## src/hw/vic_pkg.sv

```systemverilog
// package: constants, register map and carrier types of the interrupt controller
package vic_pkg;

  // geometry
  localparam int VIC_NUM_VEC   = 32;
  localparam int VIC_VEC_W     = 5;
  localparam int VIC_PRIO_W    = 3;
  localparam int VIC_NEST_MAX  = 8;
  localparam int VIC_DEPTH_W   = 4;
  localparam int VIC_ADDR_W    = 16;
  localparam int VIC_BUS_AW    = 10;
  localparam int VIC_DMA_A_W   = 16;
  localparam int VIC_DMA_B_W   = 15;

  // register byte offsets
  localparam logic [9:0] VIC_OFS_ENABLE  = 10'h000;
  localparam logic [9:0] VIC_OFS_PEND    = 10'h004;
  localparam logic [9:0] VIC_OFS_SETPEND = 10'h008;
  localparam logic [9:0] VIC_OFS_CLRPEND = 10'h00c;
  localparam logic [9:0] VIC_OFS_STATUS  = 10'h010;
  localparam logic [9:0] VIC_OFS_HANDLER = 10'h100;
  localparam logic [9:0] VIC_OFS_PRIOSEL = 10'h180;
  localparam logic [9:0] VIC_TABLE_MASK  = 10'h380;

  // field positions
  localparam int VIC_PRIO_LSB  = 0;
  localparam int VIC_SEL_LSB   = 4;
  localparam int VIC_ST_VEC    = 0;
  localparam int VIC_ST_REQ    = 7;
  localparam int VIC_ST_DEPTH  = 8;
  localparam int VIC_ST_RUNPRI = 12;

  // reset values
  localparam logic [31:0]           VIC_ENABLE_RST  = 32'h0000_0000;
  localparam logic [VIC_PRIO_W-1:0] VIC_PRIO_RST    = 3'h7;
  localparam logic [VIC_ADDR_W-1:0] VIC_HANDLER_RST = 16'h0000;
  // running level when no handler is active: below every priority
  localparam logic [3:0]            VIC_IDLE_LEVEL  = 4'h8;

  // vectors with no fixed-function source
  localparam logic [31:0] VIC_FIXED_NONE = 32'h8c00_0004;

  typedef enum logic [1:0] {
    VIC_SRC_FIXED = 2'h0,
    VIC_SRC_DMA   = 2'h1,
    VIC_SRC_ARRAY = 2'h2,
    VIC_SRC_NONE  = 2'h3
  } vic_src_sel_t;

  typedef struct packed {
    logic       hub_error;
    logic       decimator;
    logic       digital_filter_engine;
    logic [4:0] usb;
    logic [3:0] timer;
    logic       can;
    logic       i2c;
    logic       switched_caps;
    logic       comparators;
    logic [8:0] port_interrupt_unit;
    logic       sleep;
    logic       ecc;
    logic       low_voltage_detect;
  } vic_fixed_src_t;

  typedef struct packed {
    logic                  req;
    logic [VIC_VEC_W-1:0]  vector;
    logic [VIC_ADDR_W-1:0] addr;
  } vic_core_req_t;

endpackage

```

## src/hw/vic_top.sv

```systemverilog
// vectored interrupt controller: sources, pending, arbitration, nesting
// Notes on behaviour
// - thirty-two vectors, each can raise its own request to the core
// - per-vector enable; a disabled vector is never forwarded
// - each vector has a run-time writable priority of eight levels
// - nesting to eight deep; strictly higher priority preempts a running one
// - software write sets a vector pending like a hardware source
// - software write clears a vector pending so it is not serviced
// - each vector has a programmable handler address given to the core
// - equal priority: lowest vector number is presented first
// - per-vector source select: fixed-function, DMA terminal or array
// - DMA: vectors 0-15 from group a, 16-30 from group b bits 0-14
// - array source for vector n is bit n of the array interrupt bus
// - array path lets any signal reach any vector
// - fixed-function sources map to their listed vectors; 2,26,27 reserved
//
// The register offsets and the Avalon-MM slave port were decided locally.
`timescale 1ns/10ps
`default_nettype none

module vic_top
  import vic_pkg::*;
(
  // clock and reset
  input  wire logic                          sys_clk,
  input  wire logic                          rst_n,
  // avalon-mm slave
  input  wire logic [vic_pkg::VIC_BUS_AW-1:0] avs_address,
  input  wire logic                          avs_read,
  input  wire logic                          avs_write,
  input  wire logic [31:0]                   avs_writedata,
  input  wire logic [3:0]                    avs_byteenable,
  output logic      [31:0]                   avs_readdata,
  output logic                               avs_waitrequest,
  // interrupt sources
  input  wire vic_pkg::vic_fixed_src_t       fixed_src,
  input  wire logic [vic_pkg::VIC_DMA_A_W-1:0] dma_terminal_out_group_a,
  input  wire logic [vic_pkg::VIC_DMA_B_W-1:0] dma_terminal_out_group_b,
  input  wire logic [vic_pkg::VIC_NUM_VEC-1:0] array_irq,
  // processor core side
  output vic_pkg::vic_core_req_t             core_out,
  input  wire logic                          core_irq_ack,
  input  wire logic                          core_irq_return
);
  import vic_pkg::*;

  logic [31:0]           enable_reg;
  logic [31:0]           pending_reg;
  logic [31:0]           pending_next;
  logic [31:0]           src_prev_reg;
  logic [31:0]           src_now;
  logic [31:0]           src_rise;
  logic [31:0]           pend_set;
  logic [31:0]           pend_clr;
  logic [31:0]           cand;
  logic [31:0]           fixed_vec;
  logic [31:0]           dma_vec;
  logic [31:0]           be_mask;
  logic [VIC_PRIO_W-1:0] prio_reg    [VIC_NUM_VEC];
  vic_src_sel_t          sel_reg     [VIC_NUM_VEC];
  logic [VIC_ADDR_W-1:0] handler_reg [VIC_NUM_VEC];
  logic [VIC_PRIO_W-1:0] stk_prio    [VIC_NEST_MAX];
  logic [VIC_DEPTH_W-1:0] depth_reg;
  logic [3:0]            run_level;
  logic                  best_found;
  logic [VIC_VEC_W-1:0]  best_vec;
  logic [VIC_PRIO_W-1:0] best_prio;
  logic                  grant_ok;
  logic                  ack_reg;
  logic                  bus_req;
  logic                  wr_acc;
  logic                  rd_cap;
  logic [31:0]           rd_data;
  logic [VIC_VEC_W-1:0]  idx;
  logic                  in_handler;
  logic                  in_priosel;
  logic                  take;
  logic                  pop;

  function automatic logic [31:0] lane_mask(input logic [3:0] be);
    logic [31:0] m;
    m = '0;
    for (int b = 0; b < 4; b++)
      m[b*8 +: 8] = {8{be[b]}};
    return m;
  endfunction

  // bus slave: one wait cycle, then the access completes
  assign bus_req         = avs_read | avs_write;
  assign avs_waitrequest = bus_req & ~ack_reg;
  assign wr_acc          = avs_write & ack_reg;
  assign rd_cap          = avs_read & ~ack_reg;
  assign be_mask         = lane_mask(avs_byteenable);
  assign idx             = avs_address[6:2];
  assign in_handler = (avs_address & VIC_TABLE_MASK) == VIC_OFS_HANDLER;
  assign in_priosel = (avs_address & VIC_TABLE_MASK) == VIC_OFS_PRIOSEL;

  always_ff @(posedge sys_clk or negedge rst_n)
  begin
    if (!rst_n)
      ack_reg <= 1'b0;
    else
      ack_reg <= bus_req & ~ack_reg;
  end

  always_comb
  begin
    rd_data = 32'h0000_0000;
    if (in_handler)
      rd_data[VIC_ADDR_W-1:0] = handler_reg[idx];
    else if (in_priosel)
    begin
      rd_data[VIC_PRIO_LSB +: VIC_PRIO_W] = prio_reg[idx];
      rd_data[VIC_SEL_LSB +: 2] = sel_reg[idx];
    end
    else
      unique case ({avs_address[9:2], 2'b00})
        VIC_OFS_ENABLE:  rd_data = enable_reg;
        VIC_OFS_PEND:    rd_data = pending_reg;
        VIC_OFS_STATUS:
        begin
          rd_data[VIC_ST_VEC +: VIC_VEC_W] = core_out.vector;
          rd_data[VIC_ST_REQ] = core_out.req;
          rd_data[VIC_ST_DEPTH +: VIC_DEPTH_W] = depth_reg;
          rd_data[VIC_ST_RUNPRI +: 4] = run_level;
        end
        default:         rd_data = 32'h0000_0000;
      endcase
  end

  always_ff @(posedge sys_clk or negedge rst_n)
  begin
    if (!rst_n)
      avs_readdata <= 32'h0000_0000;
    else if (rd_cap)
      avs_readdata <= rd_data;
  end

  // enable register
  always_ff @(posedge sys_clk or negedge rst_n)
  begin
    if (!rst_n)
      enable_reg <= VIC_ENABLE_RST;
    else if (wr_acc && {avs_address[9:2], 2'b00} == VIC_OFS_ENABLE)
      enable_reg <= (enable_reg & ~be_mask) | (avs_writedata & be_mask);
  end

  // per-vector tables
  always_ff @(posedge sys_clk or negedge rst_n)
  begin
    if (!rst_n)
    begin
      for (int i = 0; i < VIC_NUM_VEC; i++)
      begin
        prio_reg[i]    <= VIC_PRIO_RST;
        sel_reg[i]     <= VIC_SRC_FIXED;
        handler_reg[i] <= VIC_HANDLER_RST;
      end
    end
    else if (wr_acc)
    begin
      if (in_handler)
      begin
        if (avs_byteenable[0])
          handler_reg[idx][7:0] <= avs_writedata[7:0];
        if (avs_byteenable[1])
          handler_reg[idx][15:8] <= avs_writedata[15:8];
      end
      if (in_priosel && avs_byteenable[0])
      begin
        prio_reg[idx] <= avs_writedata[VIC_PRIO_LSB +: VIC_PRIO_W];
        sel_reg[idx]  <= vic_src_sel_t'(avs_writedata[VIC_SEL_LSB +: 2]);
      end
    end
  end

  // source routing
  assign fixed_vec = {1'b0, fixed_src.hub_error, fixed_src.decimator,
                      fixed_src.digital_filter_engine, 2'b00, fixed_src.usb,
                      fixed_src.timer, fixed_src.can, fixed_src.i2c,
                      fixed_src.switched_caps, fixed_src.comparators,
                      fixed_src.port_interrupt_unit, fixed_src.sleep, 1'b0,
                      fixed_src.ecc, fixed_src.low_voltage_detect};
  assign dma_vec = {1'b0, dma_terminal_out_group_b,
                    dma_terminal_out_group_a};

  always_comb
  begin
    for (int i = 0; i < VIC_NUM_VEC; i++)
      unique case (sel_reg[i])
        VIC_SRC_FIXED: src_now[i] = fixed_vec[i];
        VIC_SRC_DMA:   src_now[i] = dma_vec[i];
        VIC_SRC_ARRAY: src_now[i] = array_irq[i];
        VIC_SRC_NONE:  src_now[i] = 1'b0;
      endcase
  end

  always_ff @(posedge sys_clk or negedge rst_n)
  begin
    if (!rst_n)
      src_prev_reg <= 32'h0000_0000;
    else
      src_prev_reg <= src_now;
  end

  // pending: set wins over clear
  assign src_rise = src_now & ~src_prev_reg;
  assign take     = core_irq_ack & core_out.req;
  assign pop      = core_irq_return & (depth_reg != '0);

  always_comb
  begin
    pend_set = src_rise;
    pend_clr = 32'h0000_0000;
    if (wr_acc && {avs_address[9:2], 2'b00} == VIC_OFS_SETPEND)
      pend_set = pend_set | (avs_writedata & be_mask);
    if (wr_acc && {avs_address[9:2], 2'b00} == VIC_OFS_CLRPEND)
      pend_clr = avs_writedata & be_mask;
    if (take)
      pend_clr[core_out.vector] = 1'b1;
    pending_next = (pending_reg & ~pend_clr) | pend_set;
  end

  always_ff @(posedge sys_clk or negedge rst_n)
  begin
    if (!rst_n)
      pending_reg <= 32'h0000_0000;
    else
      pending_reg <= pending_next;
  end

  // arbitration: best priority, lowest number on a tie
  assign cand = pending_reg & enable_reg;

  always_comb
  begin
    best_found = 1'b0;
    best_vec   = '0;
    best_prio  = '1;
    for (int i = VIC_NUM_VEC - 1; i >= 0; i--)
      if (cand[i] && (!best_found || prio_reg[i] <= best_prio))
      begin
        best_found = 1'b1;
        best_vec   = VIC_VEC_W'(i);
        best_prio  = prio_reg[i];
      end
  end

  assign run_level = (depth_reg == '0) ? VIC_IDLE_LEVEL
                   : {1'b0, stk_prio[3'(depth_reg - 4'h1)]};
  assign grant_ok = best_found && (depth_reg < VIC_DEPTH_W'(VIC_NEST_MAX))
                  && ({1'b0, best_prio} < run_level);

  // request to the core, held off the cycle after it is taken or returned
  always_ff @(posedge sys_clk or negedge rst_n)
  begin
    if (!rst_n)
      core_out <= '0;
    else
    begin
      core_out.req    <= grant_ok & ~core_irq_ack & ~core_irq_return;
      core_out.vector <= best_vec;
      core_out.addr   <= handler_reg[best_vec];
    end
  end

  // nesting stack of running priorities
  always_ff @(posedge sys_clk or negedge rst_n)
  begin
    if (!rst_n)
    begin
      depth_reg <= '0;
      for (int i = 0; i < VIC_NEST_MAX; i++)
        stk_prio[i] <= '0;
    end
    else
      unique case ({take, pop})
        2'b10:
        begin
          stk_prio[3'(depth_reg)] <= prio_reg[core_out.vector];
          depth_reg <= depth_reg + 4'h1;
        end
        2'b01:
          depth_reg <= depth_reg - 4'h1;
        2'b11:
          stk_prio[3'(depth_reg - 4'h1)] <= prio_reg[core_out.vector];
        2'b00: ;
      endcase
  end

  // assertion helpers
  logic [31:0] enable_q;
  logic [31:0] pending_q;
  logic [3:0]  run_level_q;
  logic        wr_handler;

  always_ff @(posedge sys_clk or negedge rst_n)
  begin
    if (!rst_n)
    begin
      enable_q    <= '0;
      pending_q   <= '0;
      run_level_q <= VIC_IDLE_LEVEL;
    end
    else
    begin
      enable_q    <= enable_reg;
      pending_q   <= pending_reg;
      run_level_q <= run_level;
    end
  end

  assign wr_handler = wr_acc & in_handler;

  function automatic logic tie_clean(input logic [31:0] c,
                                     input logic [VIC_VEC_W-1:0] v);
    logic ok;
    ok = 1'b1;
    for (int i = 0; i < VIC_NUM_VEC; i++)
      if (c[i] && VIC_VEC_W'(i) < v && prio_reg[i] == prio_reg[v])
        ok = 1'b0;
    return ok;
  endfunction
endmodule

`default_nettype wire

```

## config.mk

```make
export PLATFORM = sky130hd
export DESIGN_NAME = vic_top
export DESIGN_NICKNAME = d
export VERILOG_FILES = /design/src/hw/vic_pkg.sv /design/src/hw/vic_top.sv
export SDC_FILE = /design/constraint.sdc
export NUM_CORES = 2
export LEC_CHECK = 0
export ABC_AREA = 1
export BUFFER_PORTS_ARGS = -buffer_cell sky130_fd_sc_hd__buf_2
export CORE_MARGIN = 5
export CORE_UTILIZATION = 45
export CTS_BUF_LIST = sky130_fd_sc_hd__clkbuf_8 sky130_fd_sc_hd__clkbuf_16
export CTS_CLUSTER_DIAMETER = 50
export DETAILED_ROUTE_END_ITERATION = 8
export PLACE_DENSITY_LB_ADDON = 0.1
export SETUP_SLACK_MARGIN = 0.1
export SLEW_MARGIN = 20
export SYNTH_ARGS = -nofsm -noshare
export SYNTH_HDL_FRONTEND = slang
export SYNTH_SLANG_ARGS = --single-unit
```

## constraint.sdc

```tcl
create_clock -name sys_clk -period 31 [get_ports sys_clk]
set_input_delay 1.55 -clock sys_clk [delete_from_list [all_inputs] [get_ports sys_clk]]
set_output_delay 1.55 -clock sys_clk [all_outputs]
set_load 0.02 [all_outputs]
```

* Yosys cells after proc, flatten, opt, wreduce, memory -nomap -nowiden
Cells that the tools add are included.
Word-level totals: bits in registers 851, bits of input ports 143, output and inout port bits 55, logic and storage cells 623
Operators by class: multiplexer cells 186, reductions and logical operators 146, order comparisons 43, eq/ne operators 105, add/sub/neg operators 2, bitwise gates (word level) 28
Operators with widths (number):
- 512-bit two-way mux | 4
- 512-bit bitwise mux | 2
- 32-bit bitwise AND | 5
- 16-bit binary-select mux with 5-bit select | 2
- 16-bit demux with 5-bit select | 2
- 5-bit two-way mux | 32
- 2-bit equality test (second input constant) | 66
- 32-bit bitwise OR | 4
- 3-bit two-way mux | 42
- 16-bit two-way mux | 7
- 1-bit case mux with 4 select lines | 28
- 96-bit bitwise mux | 1
- 32-bit two-way mux | 3
- 32-bit inverter | 3
- 3-bit <= comparator | 31
- 2-bit by 1-bit equality test with 1-bit output (second input constant) | 33
- 64-bit bitwise mux | 1
- 2-bit zero test | 32
- 24-bit bitwise mux | 2
- 24-bit case mux with 2 select lines | 1
- 1-bit logical AND | 41
- 1-bit two-way mux | 34
- 16-bit case mux with 2 select lines | 1
- 1-bit zero test | 31
- 44 further kinds | 102

* Logic depth before layout (Yosys ltp)
depth after elaboration 130, depth in mapped cells 274, gate-level depth less buffers 272

* Worst setup path before layout
Ideal clock, no wire load.
path kind register -> register, start point reg prio_reg[2] (netlist bit), end point reg core_out[11] (netlist bit), buffers on the path 2, data arrival time 32.486 ns, setup slack -1.627 ns, data required time 30.859 ns, stages on the path, launching flop included 263, library setup time 0.141 ns, clock period less this slack 32.627 ns, cells stage by stage dfstp_2 nor2_1 ha_1 a21oi_1 nand2_1 nand2_1 nand2_1 o21ai_0 ha_1 a21oi_1 o21ai_0 nand2_1 nand2_1 o21ai_0 ha_1 a21oi_1 o21ai_0 o211ai_1 [... 227 more ...] nand2_1 and2_1 ha_1 nand3b_1 a32oi_1 a21oi_4 inv_2 nand2_2 inv_2 nand3_1 inv_1 buf_2 clkbuf_1 o221ai_1 o311ai_1 nand2_1 nor2_1 a31oi_1
Between the ends: word-level cells in the longest chain between the ends 129, elaborated cells on any way between the ends 219, those cells by class order compare (31); mux (95); bitwise (1); reduce/logical (92)
Ends and longest elaborated chain:
- start, declared | line vic_top.sv:59 | logic [VIC_PRIO_W-1:0] prio_reg [VIC_NUM_VEC];
- start signal, assigned by index | line vic_top.sv:171 | prio_reg[idx] <= avs_writedata[VIC_PRIO_LSB +: VIC_PRIO_W];
- 3-bit two-way mux * | line vic_top.sv:241 | if (cand[i] && (!best_found || prio_reg[i] <= best_prio))
- 3-bit <= comparator | line vic_top.sv:241
- 1-bit logical OR | line vic_top.sv:241
- 1-bit logical AND | line vic_top.sv:241
- 3-bit two-way mux or 1-bit two-way mux (tied branches) | line vic_top.sv:241
- 3-bit <= comparator or 1-bit zero test (tied branches) | line vic_top.sv:241
- 1-bit logical OR | line vic_top.sv:241
- 1-bit logical AND | line vic_top.sv:241
- [... 112 more ...]
- 3-bit two-way mux or 1-bit two-way mux (tied branches) | line vic_top.sv:241
- 3-bit <= comparator or 1-bit zero test (tied branches) | line vic_top.sv:241
- 1-bit logical OR | line vic_top.sv:241
- 1-bit logical AND | line vic_top.sv:241
- 5-bit two-way mux * | line vic_top.sv:241
- 5-bit inverter with 6-bit output (implied by the code) * | line vic_top.sv:263 | core_out.addr <= handler_reg[best_vec];
- 16-bit binary-select mux with 5-bit select * | line vic_top.sv:263
- 16-bit two-way mux (implied by the code) * (2 in a row) | line vic_top.sv:263
- end, declared | line vic_top.sv:41 | output vic_pkg::vic_core_req_t core_out,
Mark *: on every way between the ends. The rest lies on a longest branch, timed or not. The select of a mux whose other input is x is not followed. A chain may end at the register's enable or synchronous reset.

* Worst setup path after layout
start point reg prio_reg[2] (netlist bit), end point reg core_out[13] (netlist bit)
The elaborated chain is that of the path after synthesis.

==> summary.txt <==
Run status
  – Status: complete, but fails checks
  – Failing checks: setup timing

Detailed routing
  – Wire per inst: 25.8 µm
  – WL final: 207 mm
  – DR vias/cell: around 6
  – Iter 0 DRT Violations: 5571
  – Drt pass-1 iters: 6
  – Vias: 49200
  – Routed Antenna Nets: 0
  – Remaining routing DRC violations: 0

STA
  – Final WS setup: -2.14 ns
  – Fmax achieved: between 30 and 40 MHz
  – Final setup fails: 22
  – Max-slew violation count: 0
  – Slew headroom: 26.0%
  – Tightest Pin Transition: 1.10 ns
  – Final Hold Vio Count: 0
  – Setup Skew: 0.0278 ns
  – Final min period: 33.14 ns
  – RSZ-0062 raised after global routing: yes
  – Tcrit/Tclk final: 107%

CTS
  – Reg clk slew, reported paths: 0.06 ns
  – Clk root buf: clkbuf_16
  – CTS tree: yes
  – # hold bufs at CTS: 0
  – CTS sink cnt: 851
  – Clock Latency Late Sink: 0.73 ns
  – CTS max path bufs: 3
  – Cts bufs inserted: 118
  – H-Tree Depth: 3

Critical path
  – Crit. path cell count: 256
  – Crit-path slowest cell: dfstp_2
  – CP endpoint kind: flip-flop
  – CP required: around 32 ns
  – Register-to-Register Path Depth: 256
  – Critical Path Source Type: flip-flop
  – Top delay family on crit path: simple AND/OR/NAND/NOR gates
  – Crit-path max FO: 15
  – Maximum cell stage delay along the critical path: between 0.5 and 0.6 ns
  – Crit path buffers/inverters: 41
  – Most used cell, CP: nand2_2
  – Arrival @ worst endpoint: roughly 34 ns
  – Type of the worst setup path: reg2reg

Global route
  – First-pass GRT wire length: 301 mm
  – Number of global-route vias before repair: approximately 46000
  – Grt ovf: 0
  – Initial antenna violation count: 6
  – Total track usage: approximately a third
  – Largest net degree at the start of global routing: 99

Final layout
  – Final Core Density: 59.7%
  – Finished Cell Area: 61700 µm²
  – Commonest non-fill, non-tap cell in the layout: nand2_1
  – Share of layout cells above drive strength 1: 26.6%
  – # nets final: 6795
  – Commonest cells after routing, fill and taps aside: 1359 x nand2_1, 910 x o21ai_0, 755 x dfrtp_1
  – Area Growth Syn to Fin: 31.9%
  – Max reg flops: 512

Logic synthesis
  – Mean Syn Cell Area: ~8 µm²
  – Net Count, Synth: between 6000 and 7000
  – Netlist cell types: 57
  – Post-synthesis instance total: between 5000 and 6000
  – #FFs+latches synth: 851
  – Async SR Flop Fraction: 100%
  – Sequential cell area fraction in the yosys report: 45.8%
  – YS warnings: 0
  – Number of flops mapped to enable cells by yosys: 0
  – Top_reg_cell synth: dfrtp_1
  – Cell Area, Synth: 46800 µm²

Floorplanning
  – I/O pin count: around 200
  – Core box area: 103000 µm²
  – Row count: 118
  – Die X: 332 µm
  – Initial cell density of the core: 45.3%
  – Die ar.: 111000 µm²
  – Die Height: 332 µm

Placement
  – Number of input and output port buffers inserted: 195
  – Placer Congestion: ~1
  – Area after DPL: between 50000 and 60000 µm²
  – Hpwl dp: 133 mm

Pwr
  – Leakage: 0.0264 µW
  – Pwr dens: 56.9 nW/µm²
  – Maximum vdd drop: 0.0483 mV

Hold path
  – HP Class: reg2reg
  – Hold path depth: 2

Run
  – Max-cap violations: 0
## path summary, 6_finish.rpt
| check | end | slack [ns] | from |
|---|---|---|---|
| hold reg to reg | avs_readdata[18] | 0.47 | avs_readdata[18] |
| min in group asynchronous | avs_readdata[22] | 0.88 | rst_n |
| setup / recovery | core_out[13] | -2.14 | prio_reg[2] |
| hold / removal | avs_readdata[18] | 0.47 | avs_readdata[18] |
| max in group asynchronous | handler_reg[12] | 27.20 | rst_n |
| setup reg to reg | core_out[13] | -2.14 | prio_reg[2] |
## layout make-up
type                       instances  area [µm²]
fill                            9273       41600
multi-input combinational       4266       25300
sequential                       851       21400
timing repair buffer             871        7350
clock buffer                     137        3230
inverter                         441        1740
tap                             1380        1730
clock inverter                    84         941
timing repair inverter             4        50.0
antenna                            3        7.51
## cells in the mapped netlist (5+ instances only)
cell          n  area (µm²)
a211oi_1      9        67.6
a21oi_1     144         721
a221oi_1     49         429
a22o_1       18         158
a22oi_1     181        1360
a31oi_1      30         188
a32oi_1       8        70.1
a41oi_1       6        52.6
and2_1       34         213
buf_1        25        93.8
buf_2        50         250
clkbuf_1    296        1110
clkinv_1      6        22.5
dfrtp_1     755       18900
dfstp_2      96        2520
ha_1         99        1240
inv_1       424        1590
inv_2        10        37.5
mux2_2       14         158
mux2i_1      10         100
nand2_1    1492        5600
nand2_2       7        43.8
nand3_1     277        1390
nand3b_1      8        60.1
nand4_1      24         150
nor2_1      371        1390
nor2_2        6        37.5
nor2_4        5        56.3
nor3_1       71         355
o2111ai_1    31         272
o211ai_1     75         563
o21a_1        9        67.6
o21ai_0     973        4870
o21ai_1      23         115
o221ai_1    138        1210
o22ai_1      37         231
o311ai_0     25         219
o311ai_1     40         350
o31ai_1      15         113
or2_2        11        68.8
## worst reg2reg max path: cells and delay by family (launching register included)
kind                     cells  cell delay (ns)
AND/OR/NAND/NOR            132            13.02
adder cells (fa/ha/maj)     30             7.60
AO/OA/AOI/OAI               53             7.37
buffers and inverters       41             4.54
flip-flops                   1             0.55
## metal layers
layer,track usage [%],routed length [µm],vias up
met5,0,13,-
met4,17.2,12600,2
met3,6.86,21000,625
met2,53.9,90800,2733
met1,48.3,82800,24000
li1,-,-,21900
## power breakdown
group,internal (µW),switching (µW)
sequential,1150,43.6
combinational,355,526
clock,880,558
## per-stage QoR
stage | setup WS (ns) | total power [µW] | setup TNS (ns) | cells | hold WS [ns]
after floorplan | 0.105 | 1540 | 0 | 5938 | 0.439
after CTS | -1.07 | 3390 | -18.61 | 7975 | 0.475
final | -2.14 | 3510 | -41.19 | 8037 | 0.470
after global routing | -3.97 | 3620 | -81.08 | 8034 | 0.487
after detailed placement | -2.89 | 1850 | -54.30 | 7565 | 0.460
after global placement | -1.84 | 1850 | -32.62 | 7565 | 0.459
## repair_timing
action,4_1_cts,5_1_grt
endpoints found under the setup margin,22,22
buffers inserted,180,51
gates cloned,14,10
pin swaps,212,247
resized for setup,325,397
## cells by family (layout without fill, tap and decap cells)
kind of cell    Yosys count  after routing  share of synthesized area (%)
compound gates         1822           1822                           23.9
xor+xnor                  3              3                         0.0562
fa+ha+maj                99             99                           2.65
buf+inv                 821           1537                           6.81
flops                   851            851                           45.8
mux                      24             24                          0.551
other cells               0              3                              0
simple gates           2318           2318                           20.3
No activity file was read; power rests on OpenSTA's default activity.
